[src/hdl/pbfc_regs.vh]
// register offsets, field positions, reset values and timing counts of the playback filter control
`ifndef PBFC_REGS_VH
`define PBFC_REGS_VH
`define PBFC_ADDR_LEFT        8'h20
`define PBFC_ADDR_RIGHT       8'h21
`define PBFC_ADDR_EQ5         8'h27
`define PBFC_ADDR_BIQ_CTRL    8'h28
`define PBFC_ADDR_BIQ_DATA    8'h29
`define PBFC_ADDR_BIQ_ADDR    8'h2A
`define PBFC_ADDR_GAIN_L      8'h30
`define PBFC_ADDR_GAIN_R      8'h31
`define PBFC_ADDR_COEF_RD     8'h32
`define PBFC_ADDR_CUR_GAIN_L  8'h33
`define PBFC_ADDR_CUR_GAIN_R  8'h34
`define PBFC_BIT_PATH_EN      7
`define PBFC_BIT_PATH_MUTE    6
`define PBFC_BIT_PATH_RAMP    5
`define PBFC_BIT_PATH_FINE    4
`define PBFC_BIT_PATH_BIQ     3
`define PBFC_BIT_EQ_EN        7
`define PBFC_BIT_BIQ_EN       7
`define PBFC_BIT_BIQ_MUTE     6
`define PBFC_RST_PATH         8'h40
`define PBFC_RST_EQ5          8'h07
`define PBFC_RST_BIQ_CTRL     8'h40
`define PBFC_RST_ZERO         8'h00
`define PBFC_RST_GAIN         8'h80
`define PBFC_EQ_ATTEN_DB      8'h0C
`define PBFC_RAMP_STEP_NS     1000
`define PBFC_CLK_NS           50
`define PBFC_RAMP_CYC         (`PBFC_RAMP_STEP_NS / `PBFC_CLK_NS)
`define PBFC_FINE_DIV         4
`define PBFC_RAMP_LAST        6'h13
`define PBFC_FINE_LAST        2'h3
`endif

[src/hdl/pbfc_filter_ctrl.v]
// playback filter control: registers, coefficient store and gain ramps
// Notes on behaviour
// - EQ enabled applies fixed 12 dB attenuation
// - EQ enable bit 7, reset 0
// - band five gain 4 bits, 1.5 dB steps, reset 7
// - biquad enable bit 7, reset off
// - biquad mute bit 6, reset muted
// - data byte written before address
// - six-bit coefficient address, reset 0
// - even address low, odd high byte
// - address write stores data byte
// - ramp bit 5: ramp else immediate
// - fine bit needs ramp bit
// - ramp plus fine gives four times slower steps
// - bit 3 routes path through biquad
`timescale 1ns/1ps
`default_nettype none
`include "pbfc_regs.vh"
module pbfc_filter_ctrl (
  input  wire        clk_sys,
  input  wire        nrst,
  input  wire [7:0]  regAddr,
  input  wire [7:0]  regWdata,
  input  wire        regWr,
  input  wire        regRd,
  output reg  [7:0]  regRdata_ff,
  output wire        equaliserEnable,
  output wire [3:0]  bandFiveGain,
  output wire [7:0]  eqAttenDb,
  output wire        biquadEnable,
  output wire        biquadMute,
  output wire        leftPathEnable,
  output wire        leftPathMute,
  output wire        leftBiquadSelect,
  output wire [7:0]  leftGain,
  output wire        leftRampBusy,
  output wire        rightPathEnable,
  output wire        rightPathMute,
  output wire        rightBiquadSelect,
  output wire [7:0]  rightGain,
  output wire        rightRampBusy,
  output reg         coefWrStrobe_ff,
  output reg  [4:0]  coefWrIndex_ff,
  output reg  [15:0] coefWrValue_ff
);
  // ------------------------------------------------------------
  // register state
  // ------------------------------------------------------------
  reg [7:0]  leftCtrl_ff;
  reg [7:0]  rightCtrl_ff;
  reg [7:0]  eqCtrl_ff;
  reg [7:0]  biqCtrl_ff;
  reg [7:0]  coefData_ff;
  reg [5:0]  coefAddr_ff;
  reg [7:0]  gainL_ff;
  reg [7:0]  gainR_ff;
  reg [7:0]  coefMem [0:63];
  reg [7:0]  nxt_leftCtrl;
  reg [7:0]  nxt_rightCtrl;
  reg [7:0]  nxt_eqCtrl;
  reg [7:0]  nxt_biqCtrl;
  reg [7:0]  nxt_coefData;
  reg [5:0]  nxt_coefAddr;
  reg [7:0]  nxt_gainL;
  reg [7:0]  nxt_gainR;
  reg [4:0]  nxt_coefWrIndex;
  reg [15:0] nxt_coefWrValue;
  reg [7:0]  nxt_regRdata;
  wire [7:0] curGainL;
  wire [7:0] curGainR;
  wire       wrLeft;
  wire       wrRight;
  wire       wrEq;
  wire       wrBiq;
  wire       wrData;
  wire       wrAddr;
  wire       wrGainL;
  wire       wrGainR;

  // ------------------------------------------------------------
  // address decode
  // ------------------------------------------------------------
  // unmapped offsets decode to nothing, so such writes are dropped
  assign wrLeft  = regWr && (regAddr == `PBFC_ADDR_LEFT);
  assign wrRight = regWr && (regAddr == `PBFC_ADDR_RIGHT);
  assign wrEq    = regWr && (regAddr == `PBFC_ADDR_EQ5);
  assign wrBiq   = regWr && (regAddr == `PBFC_ADDR_BIQ_CTRL);
  assign wrData  = regWr && (regAddr == `PBFC_ADDR_BIQ_DATA);
  assign wrAddr  = regWr && (regAddr == `PBFC_ADDR_BIQ_ADDR);
  assign wrGainL = regWr && (regAddr == `PBFC_ADDR_GAIN_L);
  assign wrGainR = regWr && (regAddr == `PBFC_ADDR_GAIN_R);

  // ------------------------------------------------------------
  // next control values
  // ------------------------------------------------------------
  always @* begin
    // hold every field unless its offset is written
    nxt_leftCtrl  = leftCtrl_ff;
    nxt_rightCtrl = rightCtrl_ff;
    nxt_eqCtrl    = eqCtrl_ff;
    nxt_biqCtrl   = biqCtrl_ff;
    nxt_coefData  = coefData_ff;
    nxt_coefAddr  = coefAddr_ff;
    nxt_gainL     = gainL_ff;
    nxt_gainR     = gainR_ff;

    if (wrLeft) begin
      nxt_leftCtrl = {regWdata[7:3], 3'h0};
    end
    if (wrRight) begin
      nxt_rightCtrl = {regWdata[7:3], 3'h0};
    end
    if (wrEq) begin
      nxt_eqCtrl = {regWdata[7], 3'h0, regWdata[3:0]};
    end
    if (wrBiq) begin
      nxt_biqCtrl = {regWdata[7:6], 6'h00};
    end
    if (wrData) begin
      nxt_coefData = regWdata;
    end
    if (wrAddr) begin
      nxt_coefAddr = regWdata[5:0];
    end
    if (wrGainL) begin
      nxt_gainL = regWdata;
    end
    if (wrGainR) begin
      nxt_gainR = regWdata;
    end
  end

  // ------------------------------------------------------------
  // control registers
  // ------------------------------------------------------------
  always @(posedge clk_sys) begin
    if (!nrst) begin
      leftCtrl_ff  <= `PBFC_RST_PATH;
      rightCtrl_ff <= `PBFC_RST_PATH;
      eqCtrl_ff    <= `PBFC_RST_EQ5;
      biqCtrl_ff   <= `PBFC_RST_BIQ_CTRL;
      coefData_ff  <= `PBFC_RST_ZERO;
      coefAddr_ff  <= 6'h00;
      gainL_ff     <= `PBFC_RST_GAIN;
      gainR_ff     <= `PBFC_RST_GAIN;
    end else begin
      leftCtrl_ff  <= nxt_leftCtrl;
      rightCtrl_ff <= nxt_rightCtrl;
      eqCtrl_ff    <= nxt_eqCtrl;
      biqCtrl_ff   <= nxt_biqCtrl;
      coefData_ff  <= nxt_coefData;
      coefAddr_ff  <= nxt_coefAddr;
      gainL_ff     <= nxt_gainL;
      gainR_ff     <= nxt_gainR;
    end
  end

  // ------------------------------------------------------------
  // coefficient store
  // ------------------------------------------------------------
  always @(posedge clk_sys) begin
    if (wrAddr) begin
      coefMem[regWdata[5:0]] <= coefData_ff;
    end
  end

  // ------------------------------------------------------------
  // coefficient output
  // ------------------------------------------------------------
  // the partner byte comes from the store, so one write per byte suffices
  always @* begin
    nxt_coefWrIndex = coefWrIndex_ff;
    nxt_coefWrValue = coefWrValue_ff;
    if (wrAddr) begin
      nxt_coefWrIndex = regWdata[5:1];
      if (regWdata[0]) begin
        nxt_coefWrValue = {coefData_ff, coefMem[{regWdata[5:1], 1'b0}]};
      end else begin
        nxt_coefWrValue = {coefMem[{regWdata[5:1], 1'b1}], coefData_ff};
      end
    end
  end

  always @(posedge clk_sys) begin
    if (!nrst) begin
      coefWrStrobe_ff <= 1'b0;
      coefWrIndex_ff  <= 5'h00;
      coefWrValue_ff  <= 16'h0000;
    end else begin
      coefWrStrobe_ff <= wrAddr;
      coefWrIndex_ff  <= nxt_coefWrIndex;
      coefWrValue_ff  <= nxt_coefWrValue;
    end
  end

  // ------------------------------------------------------------
  // gain ramps
  // ------------------------------------------------------------
  // ramp or immediate gain
  pbfc_gain_ramp uRampL (
    .clk_sys    (clk_sys),
    .nrst       (nrst),
    .rampEn     (leftCtrl_ff[`PBFC_BIT_PATH_RAMP]),
    .fineEn     (leftCtrl_ff[`PBFC_BIT_PATH_FINE]),
    .targetGain (gainL_ff),
    .curGain_ff (curGainL),
    .rampBusy   (leftRampBusy)
  );

  pbfc_gain_ramp uRampR (
    .clk_sys    (clk_sys),
    .nrst       (nrst),
    .rampEn     (rightCtrl_ff[`PBFC_BIT_PATH_RAMP]),
    .fineEn     (rightCtrl_ff[`PBFC_BIT_PATH_FINE]),
    .targetGain (gainR_ff),
    .curGain_ff (curGainR),
    .rampBusy   (rightRampBusy)
  );

  // ------------------------------------------------------------
  // control outputs
  // ------------------------------------------------------------
  assign equaliserEnable   = eqCtrl_ff[`PBFC_BIT_EQ_EN];
  assign bandFiveGain      = eqCtrl_ff[3:0];
  assign eqAttenDb         = equaliserEnable ? `PBFC_EQ_ATTEN_DB : 8'h00;
  assign biquadEnable      = biqCtrl_ff[`PBFC_BIT_BIQ_EN];
  assign biquadMute        = biqCtrl_ff[`PBFC_BIT_BIQ_MUTE];
  assign leftPathEnable    = leftCtrl_ff[`PBFC_BIT_PATH_EN];
  assign leftPathMute      = leftCtrl_ff[`PBFC_BIT_PATH_MUTE];
  assign leftBiquadSelect  = leftCtrl_ff[`PBFC_BIT_PATH_BIQ];
  assign leftGain          = curGainL;
  assign rightPathEnable   = rightCtrl_ff[`PBFC_BIT_PATH_EN];
  assign rightPathMute     = rightCtrl_ff[`PBFC_BIT_PATH_MUTE];
  assign rightBiquadSelect = rightCtrl_ff[`PBFC_BIT_PATH_BIQ];
  assign rightGain         = curGainR;

  // ------------------------------------------------------------
  // read path
  // ------------------------------------------------------------
  // unmapped and reserved reads return zero
  always @* begin
    nxt_regRdata = 8'h00;
    if (regRd) begin
      case (regAddr)
        `PBFC_ADDR_LEFT:       nxt_regRdata = leftCtrl_ff;
        `PBFC_ADDR_RIGHT:      nxt_regRdata = rightCtrl_ff;
        `PBFC_ADDR_EQ5:        nxt_regRdata = eqCtrl_ff;
        `PBFC_ADDR_BIQ_CTRL:   nxt_regRdata = biqCtrl_ff;
        `PBFC_ADDR_BIQ_DATA:   nxt_regRdata = coefData_ff;
        `PBFC_ADDR_BIQ_ADDR:   nxt_regRdata = {2'h0, coefAddr_ff};
        `PBFC_ADDR_GAIN_L:     nxt_regRdata = gainL_ff;
        `PBFC_ADDR_GAIN_R:     nxt_regRdata = gainR_ff;
        `PBFC_ADDR_COEF_RD:    nxt_regRdata = coefMem[coefAddr_ff];
        `PBFC_ADDR_CUR_GAIN_L: nxt_regRdata = curGainL;
        `PBFC_ADDR_CUR_GAIN_R: nxt_regRdata = curGainR;
        default:               nxt_regRdata = 8'h00;
      endcase
    end
  end

  // ------------------------------------------------------------
  // read data register
  // ------------------------------------------------------------
  // data stand only in the cycle after the strobe, zero otherwise
  always @(posedge clk_sys) begin
    if (!nrst) begin
      regRdata_ff <= 8'h00;
    end else begin
      regRdata_ff <= nxt_regRdata;
    end
  end
endmodule // pbfc_filter_ctrl
`default_nettype wire

[src/hdl/pbfc_gain_ramp.v]
// gain ramp engine of one output path
`timescale 1ns/1ps
`default_nettype none
`include "pbfc_regs.vh"
module pbfc_gain_ramp (
  input  wire       clk_sys,
  input  wire       nrst,
  input  wire       rampEn,
  input  wire       fineEn,
  input  wire [7:0] targetGain,
  output reg  [7:0] curGain_ff,
  output wire       rampBusy
);
  reg [5:0] tick_ff;
  reg [1:0] sub_ff;
  wire      tickDone = (tick_ff == `PBFC_RAMP_LAST);
  wire      subDone  = (sub_ff == `PBFC_FINE_LAST);
  assign rampBusy = (curGain_ff != targetGain);
  always @(posedge clk_sys) begin
    if (!nrst) begin
      curGain_ff <= `PBFC_RST_GAIN;
      tick_ff    <= 6'h00;
      sub_ff     <= 2'h0;
    end else if (!rampEn) begin
      curGain_ff <= targetGain;
      tick_ff    <= 6'h00;
      sub_ff     <= 2'h0;
    end else if (rampBusy) begin
      tick_ff <= tickDone ? 6'h00 : tick_ff + 6'h01;
      if (tickDone) begin
        sub_ff <= fineEn ? sub_ff + 2'h1 : 2'h0;
        if (!fineEn || subDone) begin
          if (curGain_ff < targetGain) begin
            curGain_ff <= curGain_ff + 8'h01;
          end else begin
            curGain_ff <= curGain_ff - 8'h01;
          end
        end
      end
    end else begin
      tick_ff <= 6'h00;
      sub_ff  <= 2'h0;
    end
  end
endmodule // pbfc_gain_ramp
`default_nettype wire

[config.mk]
export PLATFORM = sky130hd
export DESIGN_NAME = pbfc_filter_ctrl
export DESIGN_NICKNAME = d
export VERILOG_FILES = /design/src/hdl/pbfc_filter_ctrl.v /design/src/hdl/pbfc_gain_ramp.v
export VERILOG_INCLUDE_DIRS = /design/src /design/src/hdl
export SDC_FILE = /design/constraint.sdc
export NUM_CORES = 1
export LEC_CHECK = 0
export BUFFER_PORTS_ARGS = -buffer_cell sky130_fd_sc_hd__buf_4
export CORE_ASPECT_RATIO = 2
export CORE_MARGIN = 4
export CORE_UTILIZATION = 30
export CTS_BUF_LIST = sky130_fd_sc_hd__clkbuf_16
export DETAILED_ROUTE_END_ITERATION = 16
export MAX_ROUTING_LAYER = met4
export PLACE_DENSITY_LB_ADDON = 0.1
export SLEW_MARGIN = 5
export SYNTH_ARGS = -nofsm -noshare
export SYNTH_HDL_FRONTEND = slang
export SYNTH_SLANG_ARGS = --single-unit
export TNS_END_PERCENT = 5
[constraint.sdc]
create_clock -name clk_sys -period 4.3 [get_ports clk_sys]
set_input_delay 0.43 -clock clk_sys [delete_from_list [all_inputs] [get_ports clk_sys]]
set_output_delay 0.43 -clock clk_sys [all_outputs]
set_load 0.01 [all_outputs]
==> metrics.yaml, run 1 <==
worst_setup_path:
  arrival_ns: 4.06
  timing.rr.end: "uRampL.curGain_ff[6]"
  path_max_fanout: 8
  critPathKind: "register to register"
  r2r_slack_ns: 0.78
  start_kind: "register"
  worstPathRequired_ns: 4.85
  ff2ff_path_depth: 12
  crit_path_end_kind: "register"
  rr_startpoint: "uRampL.curGain_ff[1]"
clocking:
  cts_buffer_depth: 3
  cts_setup_buffers: 0
  numCtsBuffers: 58
  htree_levels: 2
  cts_resized: 0
  cts_num_sinks: 622
  cts_tree: "built"
  cts_hold_buf: 0
  path_clk_slew_ns: 0.07
  root_buffer: "clkbuf_16"
  clkLatencyLatePin_ns: 0.66
drt:
  wl_per_cell_um: 35.42
  first_pass_iters: 7
  drc: 0
  vias: 18881
  via_per_inst: 5.552
  drtAntennaViolNets: 0
  first_iter_violations: 1718
  finalWirelength_mm: 120.5
sta:
  setup_viol: 0
  final-hold-violation-count: 0
  finalCriticalPeriod_ns: 3.517
  fmax_mhz: 284.3
  final.setup.tns_ns: 0
  slew_headroom_pct: 28.85
  finalCritPeriodShare_pct: 81.80
  rsz0062_at_grt: "no"
  clock_skew_ns: 0.01821
  drv_slew: 0
  worst_pin_slew_ns: 1.063
pwr:
  p_sw_w: 0.002673
  p_sw_share_pct: 22.44
  intPower_w: 0.009238
  p_seq_share_pct: 53.9
  clock_power_share_pct: 43.0
  max-vdd-ir-drop_mv: 0.2630
  comb_power_share_pct: 3.1
  power_density_mw_per_mm2: 347.5
  p_leak_nw: 12.24
logic_synthesis:
  synth_warnings: 0
  synthFlopType: "edfxtp_1"
  synthCells: 1893
  synth_cell_types: 68
  synth_enable_flop_cells: 512
  ys_ff_latch: 622
  netlist_area_mm2: 0.02965
  postSynth.asyncResetShare_pct: 0
  avgSynthCellArea_um2: 15.66
  yosysSeqAreaShare_pct: 59.28
worst_hold_path:
  min_from: "nrst"
  whs_path_depth: 2
  hp-class: "input pin to register"
  whs_endpoint: "rightCtrl_ff[6]"
floorplanning:
  dieArea_mm2: 0.1042
  start_util_pct: 30.35
  row_count: 162
  core_mm2: 0.09770
  io_pins: 89
  die_x_um: 230.3
  die_y_um: 452.6
global_route:
  antenna_found_initial: 5
  grt_pass1_vias: 19506
  gr-total-overflow: 0
  grt_pass1_wl_mm: 164.7
  grt_max_degree: 69
  grt_util_all_layers_pct: 23.41
run_status:
  status: "finished clean"
layout:
  nNetsFinal: 2095
  syn_to_final_growth_pct: 15.60
  fin_util_pct: 35.09
  drive_above_1_share_pct: 28.51
job:
  maxCapViolCount: 0
place:
  globalplace.congestion: 0.9684
  portBuffers: 82
  dp_hpwl_mm: 90.75
## cell usage in the layout, fill, tap and decap left out, types with 9 or more instances in the layout
| master | netlist | final |
|---|---|---|
| clkbuf_16 | 0 | 58 |
| a32o_1 | 11 | 11 |
| ha_1 | 34 | 34 |
| nor3_1 | 13 | 12 |
| a22oi_1 | 21 | 21 |
| o211ai_1 | 23 | 23 |
| a31oi_1 | 10 | 10 |
| clkinv_2 | 0 | 9 |
| dfxtp_1 | 110 | 98 |
| buf_4 | 24 | 213 |
| inv_1 | 32 | 48 |
| nor2_1 | 147 | 147 |
| buf_12 | 1 | 10 |
| nor2b_1 | 17 | 17 |
| o21ai_0 | 31 | 31 |
| a221oi_1 | 13 | 13 |
| mux2i_1 | 60 | 60 |
| xnor2_1 | 12 | 12 |
| mux4_1 | 9 | 9 |
| clkinv_1 | 2 | 13 |
| a21oi_1 | 80 | 80 |
| mux4_2 | 259 | 259 |
| a22o_1 | 16 | 16 |
| nand3_1 | 49 | 49 |
| nand2_1 | 122 | 122 |
| edfxtp_1 | 512 | 512 |
| o22ai_1 | 18 | 18 |
| nand4_1 | 15 | 15 |
| and3_1 | 11 | 11 |
## worst max-delay path by stage
stage                              start  depth (start not counted)              endpoint
global route        uRampL.curGain_ff[1]                         12  uRampL.curGain_ff[7]
CTS                 uRampL.curGain_ff[1]                         12  uRampL.curGain_ff[6]
finish              uRampL.curGain_ff[1]                         12  uRampL.curGain_ff[6]
global placement              regAddr[2]                          8        coefMem[46][3]
detailed placement            regAddr[2]                          8        coefMem[46][2]
floorplan           uRampL.curGain_ff[1]                         12  uRampL.curGain_ff[7]
## cell usage after synthesis (all sizes together), types with 4 or more instances
| cell | number | share of area (%) |
|---|---|---|
| o211ai | 23 | 0.58 |
| nand3 | 50 | 0.86 |
| a21oi | 80 | 1.4 |
| o31ai | 4 | 0.10 |
| o2111ai | 4 | 0.12 |
| o21ai | 31 | 0.52 |
| mux2 | 9 | 0.35 |
| a32o | 11 | 0.37 |
| nor4 | 5 | 0.13 |
| a221oi | 13 | 0.38 |
| nor3b | 9 | 0.23 |
| a22o | 16 | 0.47 |
| ha | 34 | 1.4 |
| and2 | 5 | 0.11 |
| clkbuf | 76 | 0.96 |
| a31oi | 10 | 0.21 |
| a211oi | 8 | 0.20 |
| and3 | 11 | 0.23 |
| nor2 | 148 | 1.9 |
| nor2b | 17 | 0.36 |
| nor3 | 13 | 0.22 |
| a22oi | 21 | 0.53 |
| nand2b | 5 | 0.11 |
| edfxtp | 512 | 52 |
| mux2i | 60 | 2.0 |
| or3 | 6 | 0.13 |
| mux4 | 268 | 20 |
| nand2 | 122 | 1.5 |
| dfxtp | 110 | 7.4 |
| a32oi | 4 | 0.12 |
| xor2 | 8 | 0.24 |
| inv | 32 | 0.41 |
| o22ai | 18 | 0.38 |
| a311oi | 8 | 0.24 |
| buf | 68 | 1.4 |
| a21o | 6 | 0.15 |
| nand4 | 15 | 0.32 |
| xnor2 | 12 | 0.35 |
## critical path: stages (launching register included)
cell and delay [ns]:
dfxtp_1 0.55, ha_1 0.31, nor2b_1 0.13, o211ai_1 0.20
a21oi_1 0.17, or2_2 0.43, fa_1 0.43, a21o_1 0.18
a21oi_1 0.26, o21ai_0 0.15, a21oi_1 0.20, xor2_1 0.27
o21ai_0 0.12
## power groups by stage
stage / combinational [W] / clock (W) / sequential, W
2_1_floorplan: 0.000214 / 0 / 0.00656
3_3_place_gp: 0.000370 / 0 / 0.00656
3_5_place_dp: 0.000368 / 0 / 0.00656
4_1_cts: 0.000368 / 0.00527 / 0.00642
5_1_grt: 0.000384 / 0.00549 / 0.00642
6_report: 0.000368 / 0.00512 / 0.00642
## flip-flops by register name, indices dropped and copies added, names as in the netlist, named ones only
| name | count |
|---|---|
| biqCtrl_ff | 2 |
| uRampL.curGain_ff | 8 |
| coefWrStrobe_ff | 1 |
| coefMem | 512 |
| uRampR.sub_ff | 2 |
| rightCtrl_ff | 5 |
| leftCtrl_ff | 5 |
| uRampL.sub_ff | 2 |
| uRampR.curGain_ff | 8 |
| coefData_ff | 8 |
| coefAddr_ff | 6 |
| eqCtrl_ff | 5 |
| gainR_ff | 8 |
| regRdata_ff | 8 |
| uRampR.tick_ff | 6 |
| uRampL.tick_ff | 6 |
| coefWrValue_ff | 16 |
| gainL_ff | 8 |
## final cells by class
cell class	instances	area, um^2
clock buffers	58	1451
repair buffers	225	1826
fillers	9338	63420
clock inverters	50	355.3
well taps	1312	1642
inverters	34	127.6
flip-flops and latches	622	17600
diodes	2	5.005
multi-input cells	1098	11270
## per-layer routing
layer | GRT usage [%] | vias up | routed length (um)
met4 | 14.24 | 0 | 9217
met2 | 44.45 | 785 | 67990
met1 | 22.43 | 9931 | 38040
met3 | 2.516 | 216 | 5204
li1 | - | 7949 | -
met5 | - | - | 0
## cells by family (layout without fill, tap and decap cells)
| kind of cell | count (synthesis) | after routing | share of synthesized area (%) |
|---|---|---|---|
| multiplexers | 337 | 337 | 22.85 |
| AND/OR/NAND/NOR | 423 | 423 | 6.599 |
| adder cells (fa/ha/maj) | 36 | 36 | 1.570 |
| other | 1 | 8 | 0.01265 |
| XOR/XNOR | 20 | 20 | 0.5907 |
| flip-flops | 622 | 622 | 59.28 |
| AO/OA/AOI/OAI | 276 | 276 | 6.291 |
| buffers and inverters | 178 | 367 | 2.810 |
## stage by stage
stage / worst slack, ns / hold slack, ns / cells / cell area (um^2) / power (W)
final: 0.7828 / 0.06785 / 3401 / 34280 / 0.01191
after global routing: 0.5902 / 0.04269 / 3401 / 34280 / 0.01229
after CTS: 0.7529 / 0.01949 / 3399 / 34270 / 0.01206
after detailed placement: 0.6826 / 0.4409 / 3291 / 32470 / 0.006923
after global placement: 0.7905 / 0.4308 / 3291 / 32470 / 0.006926
after floorplan: 1.386 / 0.4176 / 1898 / 29670 / 0.006771
No activity file was read; power rests on OpenSTA's default activity.
==> run 2: changes to the inputs <==
==> constraint.sdc (replaced) <==
create_clock -name clk_sys -period 3.2 [get_ports clk_sys]
set_input_delay 0.32 -clock clk_sys [delete_from_list [all_inputs] [get_ports clk_sys]]
set_output_delay 0.32 -clock clk_sys [all_outputs]
set_load 0.01 [all_outputs]
==> run 2 against run 1 <==
Count of clock-buffer cells in the layout increased by 1; register-to-register slack got worse by 0.63 ns; worst setup slack lost 0.63 ns; core utilization rose by 0.55 points; hold slack gained 0.066 ns; sequential cell count is the same; fmax rose by 15%; clock power rose by 39%; final cell count up 1.5%; sequential power is 34% higher; sequential share of layout area shrank 0.81 points; non-clock buffer count is 52 higher; critical endpoint is now uRampL.curGain_ff[7]; largest power group unchanged.
==> metrics.yaml, run 2 (same netlist as run 1, synthesis figures left out) <==
pwr:
  power_density_mw_per_mm2: 466.9  # +34%
  p_leak_nw: 12.51  # +2.3%
  max-vdd-ir-drop_mv: 0.4205  # +60%
job:
  maxCapViolCount: 0  # unchanged
worst_setup_path:
  max_stage_delay_ns: 0.37  # -0.18 ns
  rr_startpoint: "gainL_ff[1]"
  path_cells: "inv_1 > ha_1 > nor2b_1 > o211ai_1 > a21oi_1 > or2_4 > ha_1 > nand3_1 > o2111ai_1 > o211ai_1 > or3_1 > a21oi_1 > and3b_1"
  worstPathRequired_ns: 3.74  # -1.11 ns
  start_kind: "register"
  slowest_stage: "ha_1"
  path_max_fanout: 8  # unchanged
  crit_path_end_kind: "register"
  ff2ff_path_depth: 13  # +1
  critPathKind: "register to register"
  arrival_ns: 3.59  # -0.47 ns
  cp-startpoint: "gainL_ff[1]"
sta:
  final.setup.tns_ns: 0  # unchanged
  setup_viol: 0  # unchanged
  finalCritPeriodShare_pct: 95.26  # +13 points
  clock_skew_ns: 0.02145  # +0.003242 ns
  slew_headroom_pct: 37.11  # +8.3 points
  drv_slew: 0  # unchanged
  fmax_mhz: 328.0  # +15%
  setup_ws_ns: 0.1516  # -0.6312 ns
  worst_pin_slew_ns: 0.9399  # -0.1235 ns
  final-hold-violation-count: 0  # unchanged
  finalCriticalPeriod_ns: 3.048  # -0.4688 ns
  rsz0062_at_grt: "yes"
worst_hold_path:
  whs_path_depth: 3  # +1
  min_from: "regWdata[0]"
  hp-class: "input pin to register"
floorplanning:
  die_y_um: 452.6  # unchanged
  core_mm2: 0.09770  # unchanged
  die_x_um: 230.3  # unchanged
  dieArea_mm2: 0.1042  # unchanged
  io_pins: 89  # unchanged
  row_count: 162  # unchanged
  start_util_pct: 30.35  # unchanged
place:
  dp_hpwl_mm: 86.93  # -4.2%
  portBuffers: 82  # unchanged
  globalplace.congestion: 0.9439  # -2.5%
  dp_slack_ns: 0.01248  # -0.6702 ns
drt:
  first_iter_violations: 1719  # +0.058%
  via_per_inst: 5.480  # -1.3%
  drtAntennaViolNets: 0  # unchanged
  finalWirelength_mm: 115.7  # -4.0%
  drc: 0  # unchanged
  wl_per_cell_um: 33.51  # -5.4%
  vias: 18916  # +0.19%
  first_pass_iters: 5  # -2
layout:
  largest_reg_flops: 512  # unchanged
  nNetsFinal: 2146  # +2.4%
  syn_to_final_growth_pct: 17.43
  drive_above_1_share_pct: 30.54  # +2.0 points
  final_common_cell: "edfxtp_1"
  most-common-layout-cells: "edfxtp_1 (512), buf_4 (260), mux4_2 (259), nor2_1 (147), nand2_1 (122)"
  fillers: 9303  # -0.37%
global_route:
  grt_pass1_wl_mm: 160.7  # -2.5%
  grt_util_all_layers_pct: 22.62  # -0.79 points
  gr-total-overflow: 0  # unchanged
  antenna_found_initial: 2  # -3
  grt_pass1_vias: 19854  # +1.8%
  grt_max_degree: 68  # -1.4%
run_status:
  status: "finished clean"
clocking:
  numCtsBuffers: 57  # -1.7%
  cts_setup_buffers: 0  # unchanged
  cts_tree: "built"
  clkLatencyLatePin_ns: 0.66  # about the same
  cts_buffer_depth: 3  # unchanged
  cts_num_sinks: 622  # unchanged
  root_buffer: "clkbuf_16"
  path_clk_slew_ns: 0.07  # about the same
  htree_levels: 2  # unchanged
-- run 2: final cells by class --
| cell class | count | area (um^2) | area share, % |
|---|---|---|---|
| Clock buffer | 59 | 1476 | 4.240 |
| Timing Repair Buffer | 277 | 2238 | 6.428 |
| Antenna cell | 2 | 5.005 | 0.01437 |
| Clock inverter | 48 | 421.7 | 1.211 |
| Multi-Input combinational cell | 1098 | 11310 | 32.48 |
| Inverter | 34 | 127.6 | 0.3665 |
| Sequential cell | 622 | 17600 | 50.54 |
| Tap cell | 1312 | 1642 | 4.714 |
-- run 2: stage by stage --
step / utilization (%) / total power (W) / hold WS, ns / std cells / instance area, um^2
final: 35.64 / 0.01626 / 0.1334 / 3452 / 34820
after global routing: 35.64 / 0.01681 / 0.1324 / 3452 / 34820
after CTS: 35.60 / 0.01648 / 0.09243 / 3450 / 34780
after detailed placement: 33.61 / 0.009299 / 0.4477 / 3339 / 32840
after global placement: 33.61 / 0.009296 / 0.4348 / 3339 / 32840
after floorplan: - / 0.009098 / 0.4176 / 1898 / 29670
-- run 2: what timing repair did --
action,CTS,global route
hold buffers,4,0
gates cloned,0,0
gates resized for setup,1,5
hold endpoints to repair,9,0
setup endpoints to repair,1,5
pin swaps,0,0
-- run 2: worst max-delay path: cells and delay by family (launching register included) --
kind / cells / cell delay, ns
flip-flops: 1 / 0.35
adder cells (fa/ha/maj): 2 / 0.65
AND/OR/NAND/NOR: 5 / 1.12
buffers and inverters: 1 / 0.07
AO/OA/AOI/OAI: 5 / 0.76
-- run 2: worst paths after layout --
check                              end  slack [ns]
setup / recovery  uRampL.curGain_ff[7]        0.15
hold / removal          coefData_ff[0]        0.13
setup reg to reg  uRampL.curGain_ff[7]        0.15
hold reg to reg      uRampL.tick_ff[0]        0.46
-- run 2: power breakdown --
group          switching, W  total, W  internal, W  leakage, nW
combinational      0.000329  0.000496     0.000167         4.72
clock               0.00322   0.00713      0.00392        0.959
sequential       0.00000262   0.00863      0.00863         6.84
total               0.00355    0.0163       0.0127         12.5
-- run 2: routing by layer --
metal | share of wire [%] | global-route usage, % | up-vias
met5 | 0 | - | -
met4 | 7.7 | 13.77 | 0
met3 | 3.9 | 2.409 | 202
met2 | 55 | 41.75 | 659
met1 | 34 | 22.75 | 10007
li1 | - | - | 8048
==> run 3: changes to the inputs <==
--- a/config.mk
+++ b/config.mk
@@ -6,14 +6,15 @@
 export SDC_FILE = /design/constraint.sdc
 export NUM_CORES = 1
 export LEC_CHECK = 0
-export BUFFER_PORTS_ARGS = -buffer_cell sky130_fd_sc_hd__buf_4
 export CORE_ASPECT_RATIO = 2
 export CORE_MARGIN = 4
-export CORE_UTILIZATION = 30
+export CORE_UTILIZATION = 58
 export CTS_BUF_LIST = sky130_fd_sc_hd__clkbuf_16
 export DETAILED_ROUTE_END_ITERATION = 16
+export DONT_BUFFER_PORTS = 1
 export MAX_ROUTING_LAYER = met4
 export PLACE_DENSITY_LB_ADDON = 0.1
+export SETUP_SLACK_MARGIN = 0.3
 export SLEW_MARGIN = 5
 export SYNTH_ARGS = -nofsm -noshare
 export SYNTH_HDL_FRONTEND = slang
==> run 3 against run 2 <==
Sequential share of layout area up 2.4 points; non-clock buffer count down 101; combinational power down 39%; count of clock-buffer cells in the layout down 4; die area down 47%; hold slack worse by 0.11 ns; sequential power about the same; critical path depth down 6; cell area down 4.5%; global-route usage up 14 points; highest routed layer unchanged.
==> metrics.yaml, run 3 (same netlist as run 1, synthesis figures left out) <==
worst_setup_path:
  max_stage_delay_ns: 0.91  # +0.54 ns
  worstPathRequired_ns: 3.73  # about the same
  arrival_ns: 3.44  # -0.15 ns
  path_cells: "buf_12 > mux4_2 > mux2i_1 > buf_4 > a22o_1 > nor4_1 > a221o_1"
  start_kind: "register"
  slowest_stage: "nor4_1"
  path_max_fanout: 41  # +33
  critPathKind: "register to register"
  crit_path_end_kind: "register"
floorplanning:
  core_mm2: 0.05080  # -48%
  io_pins: 89  # unchanged
  die_y_um: 327.8  # -28%
  die_x_um: 167.9  # -27%
  start_util_pct: 58.37  # +28 points
  row_count: 117  # -28%
  dieArea_mm2: 0.05502  # -47%
global_route:
  grt_pass1_vias: 19367  # -2.5%
  grt_util_all_layers_pct: 36.88  # +14 points
  gr-total-overflow: 0  # unchanged
  grt_max_degree: 135  # +99%
  antenna_found_initial: 0  # -2
  grt_pass1_wl_mm: 140.3  # -13%
clocking:
  path_clk_slew_ns: 0.07  # about the same
  cts_buffer_depth: 3  # unchanged
  root_buffer: "clkbuf_16"
  cts_num_sinks: 622  # unchanged
  cts_tree: "built"
  numCtsBuffers: 54  # -5.3%
  clkLatencyLatePin_ns: 0.61  # -0.05 ns
  htree_levels: 2  # unchanged
pwr:
  power_w: 0.01552  # -4.5%
  power_density_mw_per_mm2: 466.8  # about the same
  max-vdd-ir-drop_mv: 0.5051  # +20%
  p_leak_nw: 11.94  # -4.6%
drt:
  via_per_inst: 7.172  # +31%
  wl_per_cell_um: 36.78  # +9.8%
  finalWirelength_mm: 98.61  # -15%
  drtAntennaViolNets: 0  # unchanged
  first_iter_violations: 2505  # +46%
  vias: 19227  # +1.6%
  first_pass_iters: 8  # +3
  drc: 0  # unchanged
layout:
  largest_reg_flops: 512  # unchanged
  syn_to_final_growth_pct: 12.13
  drive_above_1_share_pct: 27.75  # -2.8 points
  final_common_cell: "edfxtp_1"
  most-common-layout-cells: "edfxtp_1 (512), mux4_2 (259), buf_4 (156), nor2_1 (147), nand2_1 (122)"
  nNetsFinal: 2042  # -4.8%
sta:
  drv_slew: 0  # unchanged
  slew_headroom_pct: 11.91  # -25 points
  finalCriticalPeriod_ns: 2.909  # -0.1397 ns
  final-hold-violation-count: 0  # unchanged
  hold_ws_ns: 0.02692  # -0.1064 ns
  worst_pin_slew_ns: 1.311  # +0.3714 ns
  final.setup.tns_ns: 0  # unchanged
  setup_viol: 0  # unchanged
  fmax_mhz: 343.8  # +4.8%
  setup_ws_ns: 0.2913  # +0.1397 ns
  finalCritPeriodShare_pct: 90.90  # -4.4 points
  clock_skew_ns: 0.02765  # +0.006199 ns
  rsz0062_at_grt: "yes"
place:
  globalplace.congestion: 1.028  # +8.9%
  dp_slack_ns: 0.03723  # +0.02475 ns
  portBuffers: 0  # -100%
  dp_hpwl_mm: 68.64  # -21%
worst_hold_path:
  hp-class: "input pin to register"
run_status:
  status: "finished clean"
job:
  maxCapViolCount: 0  # unchanged
## run 3: layout make-up
cell class | count | area, um^2
Sequential cell | 622 | 17610
Fill cell | 3579 | 17550
Multi-Input combinational cell | 1098 | 11500
Timing Repair Buffer | 176 | 1451
Clock buffer | 55 | 1376
Tap cell | 654 | 818.3
Clock inverter | 40 | 362.8
Inverter | 34 | 127.6
Antenna cell | 2 | 5.005
## run 3: metrics by stage
stage          instance area, um^2  util (%)  cells
2_1_floorplan                29670         -   1898
3_3_place_gp                 31040     61.11   2561
3_5_place_dp                 31040     61.11   2561
4_1_cts                      33030     65.01   2670
5_1_grt                      33240     65.44   2679
6_report                     33250     65.45   2681
## run 3: path summary, 6_finish.rpt
check                          from                 to  slack, ns  depth (start not counted)
setup / recovery           register     regRdata_ff[2]       0.29                          7
hold / removal                 nrst  coefWrValue_ff[4]       0.03                          3
setup reg to reg           register     regRdata_ff[2]       0.29                          7
hold reg to reg   uRampR.tick_ff[0]  uRampR.tick_ff[0]       0.45                          1
## run 3: power breakdown
| group | switching [W] | total, W | internal (W) |
|---|---|---|---|
| sequential | 0.00000277 | 0.00863 | 0.00863 |
| combinational | 0.000169 | 0.000303 | 0.000134 |
| clock | 0.00292 | 0.00659 | 0.00367 |
## run 3: what timing repair did
| item | 4_1_cts | 5_1_grt |
|---|---|---|
| endpoints found under the hold margin | 77 | 0 |
| gates cloned | 0 | 0 |
| pin swaps | 2 | 23 |
| endpoints found under the setup margin | 7 | 9 |
| resized for setup | 12 | 30 |
| buffers inserted | 1 | 9 |
| hold buffers | 13 | 0 |
## run 3: layer usage
layer  up-vias  track usage (%)  wire length (um)
li1       7849                -                 -
met1      9744            39.11             29870
met2      1252            60.00             49340
met3       382            6.779              8340
met4         0            29.77             11060
met5         -                -                 0
## run 3: critical path, delay by kind of cell (launching register included)
kind                   cells  cell delay [ns]
AND/OR/NAND/NOR            1             0.91
flip-flops                 1             0.57
AO/OA/AOI/OAI              2             0.48
multiplexers               2             0.34
buffers and inverters      2             0.49
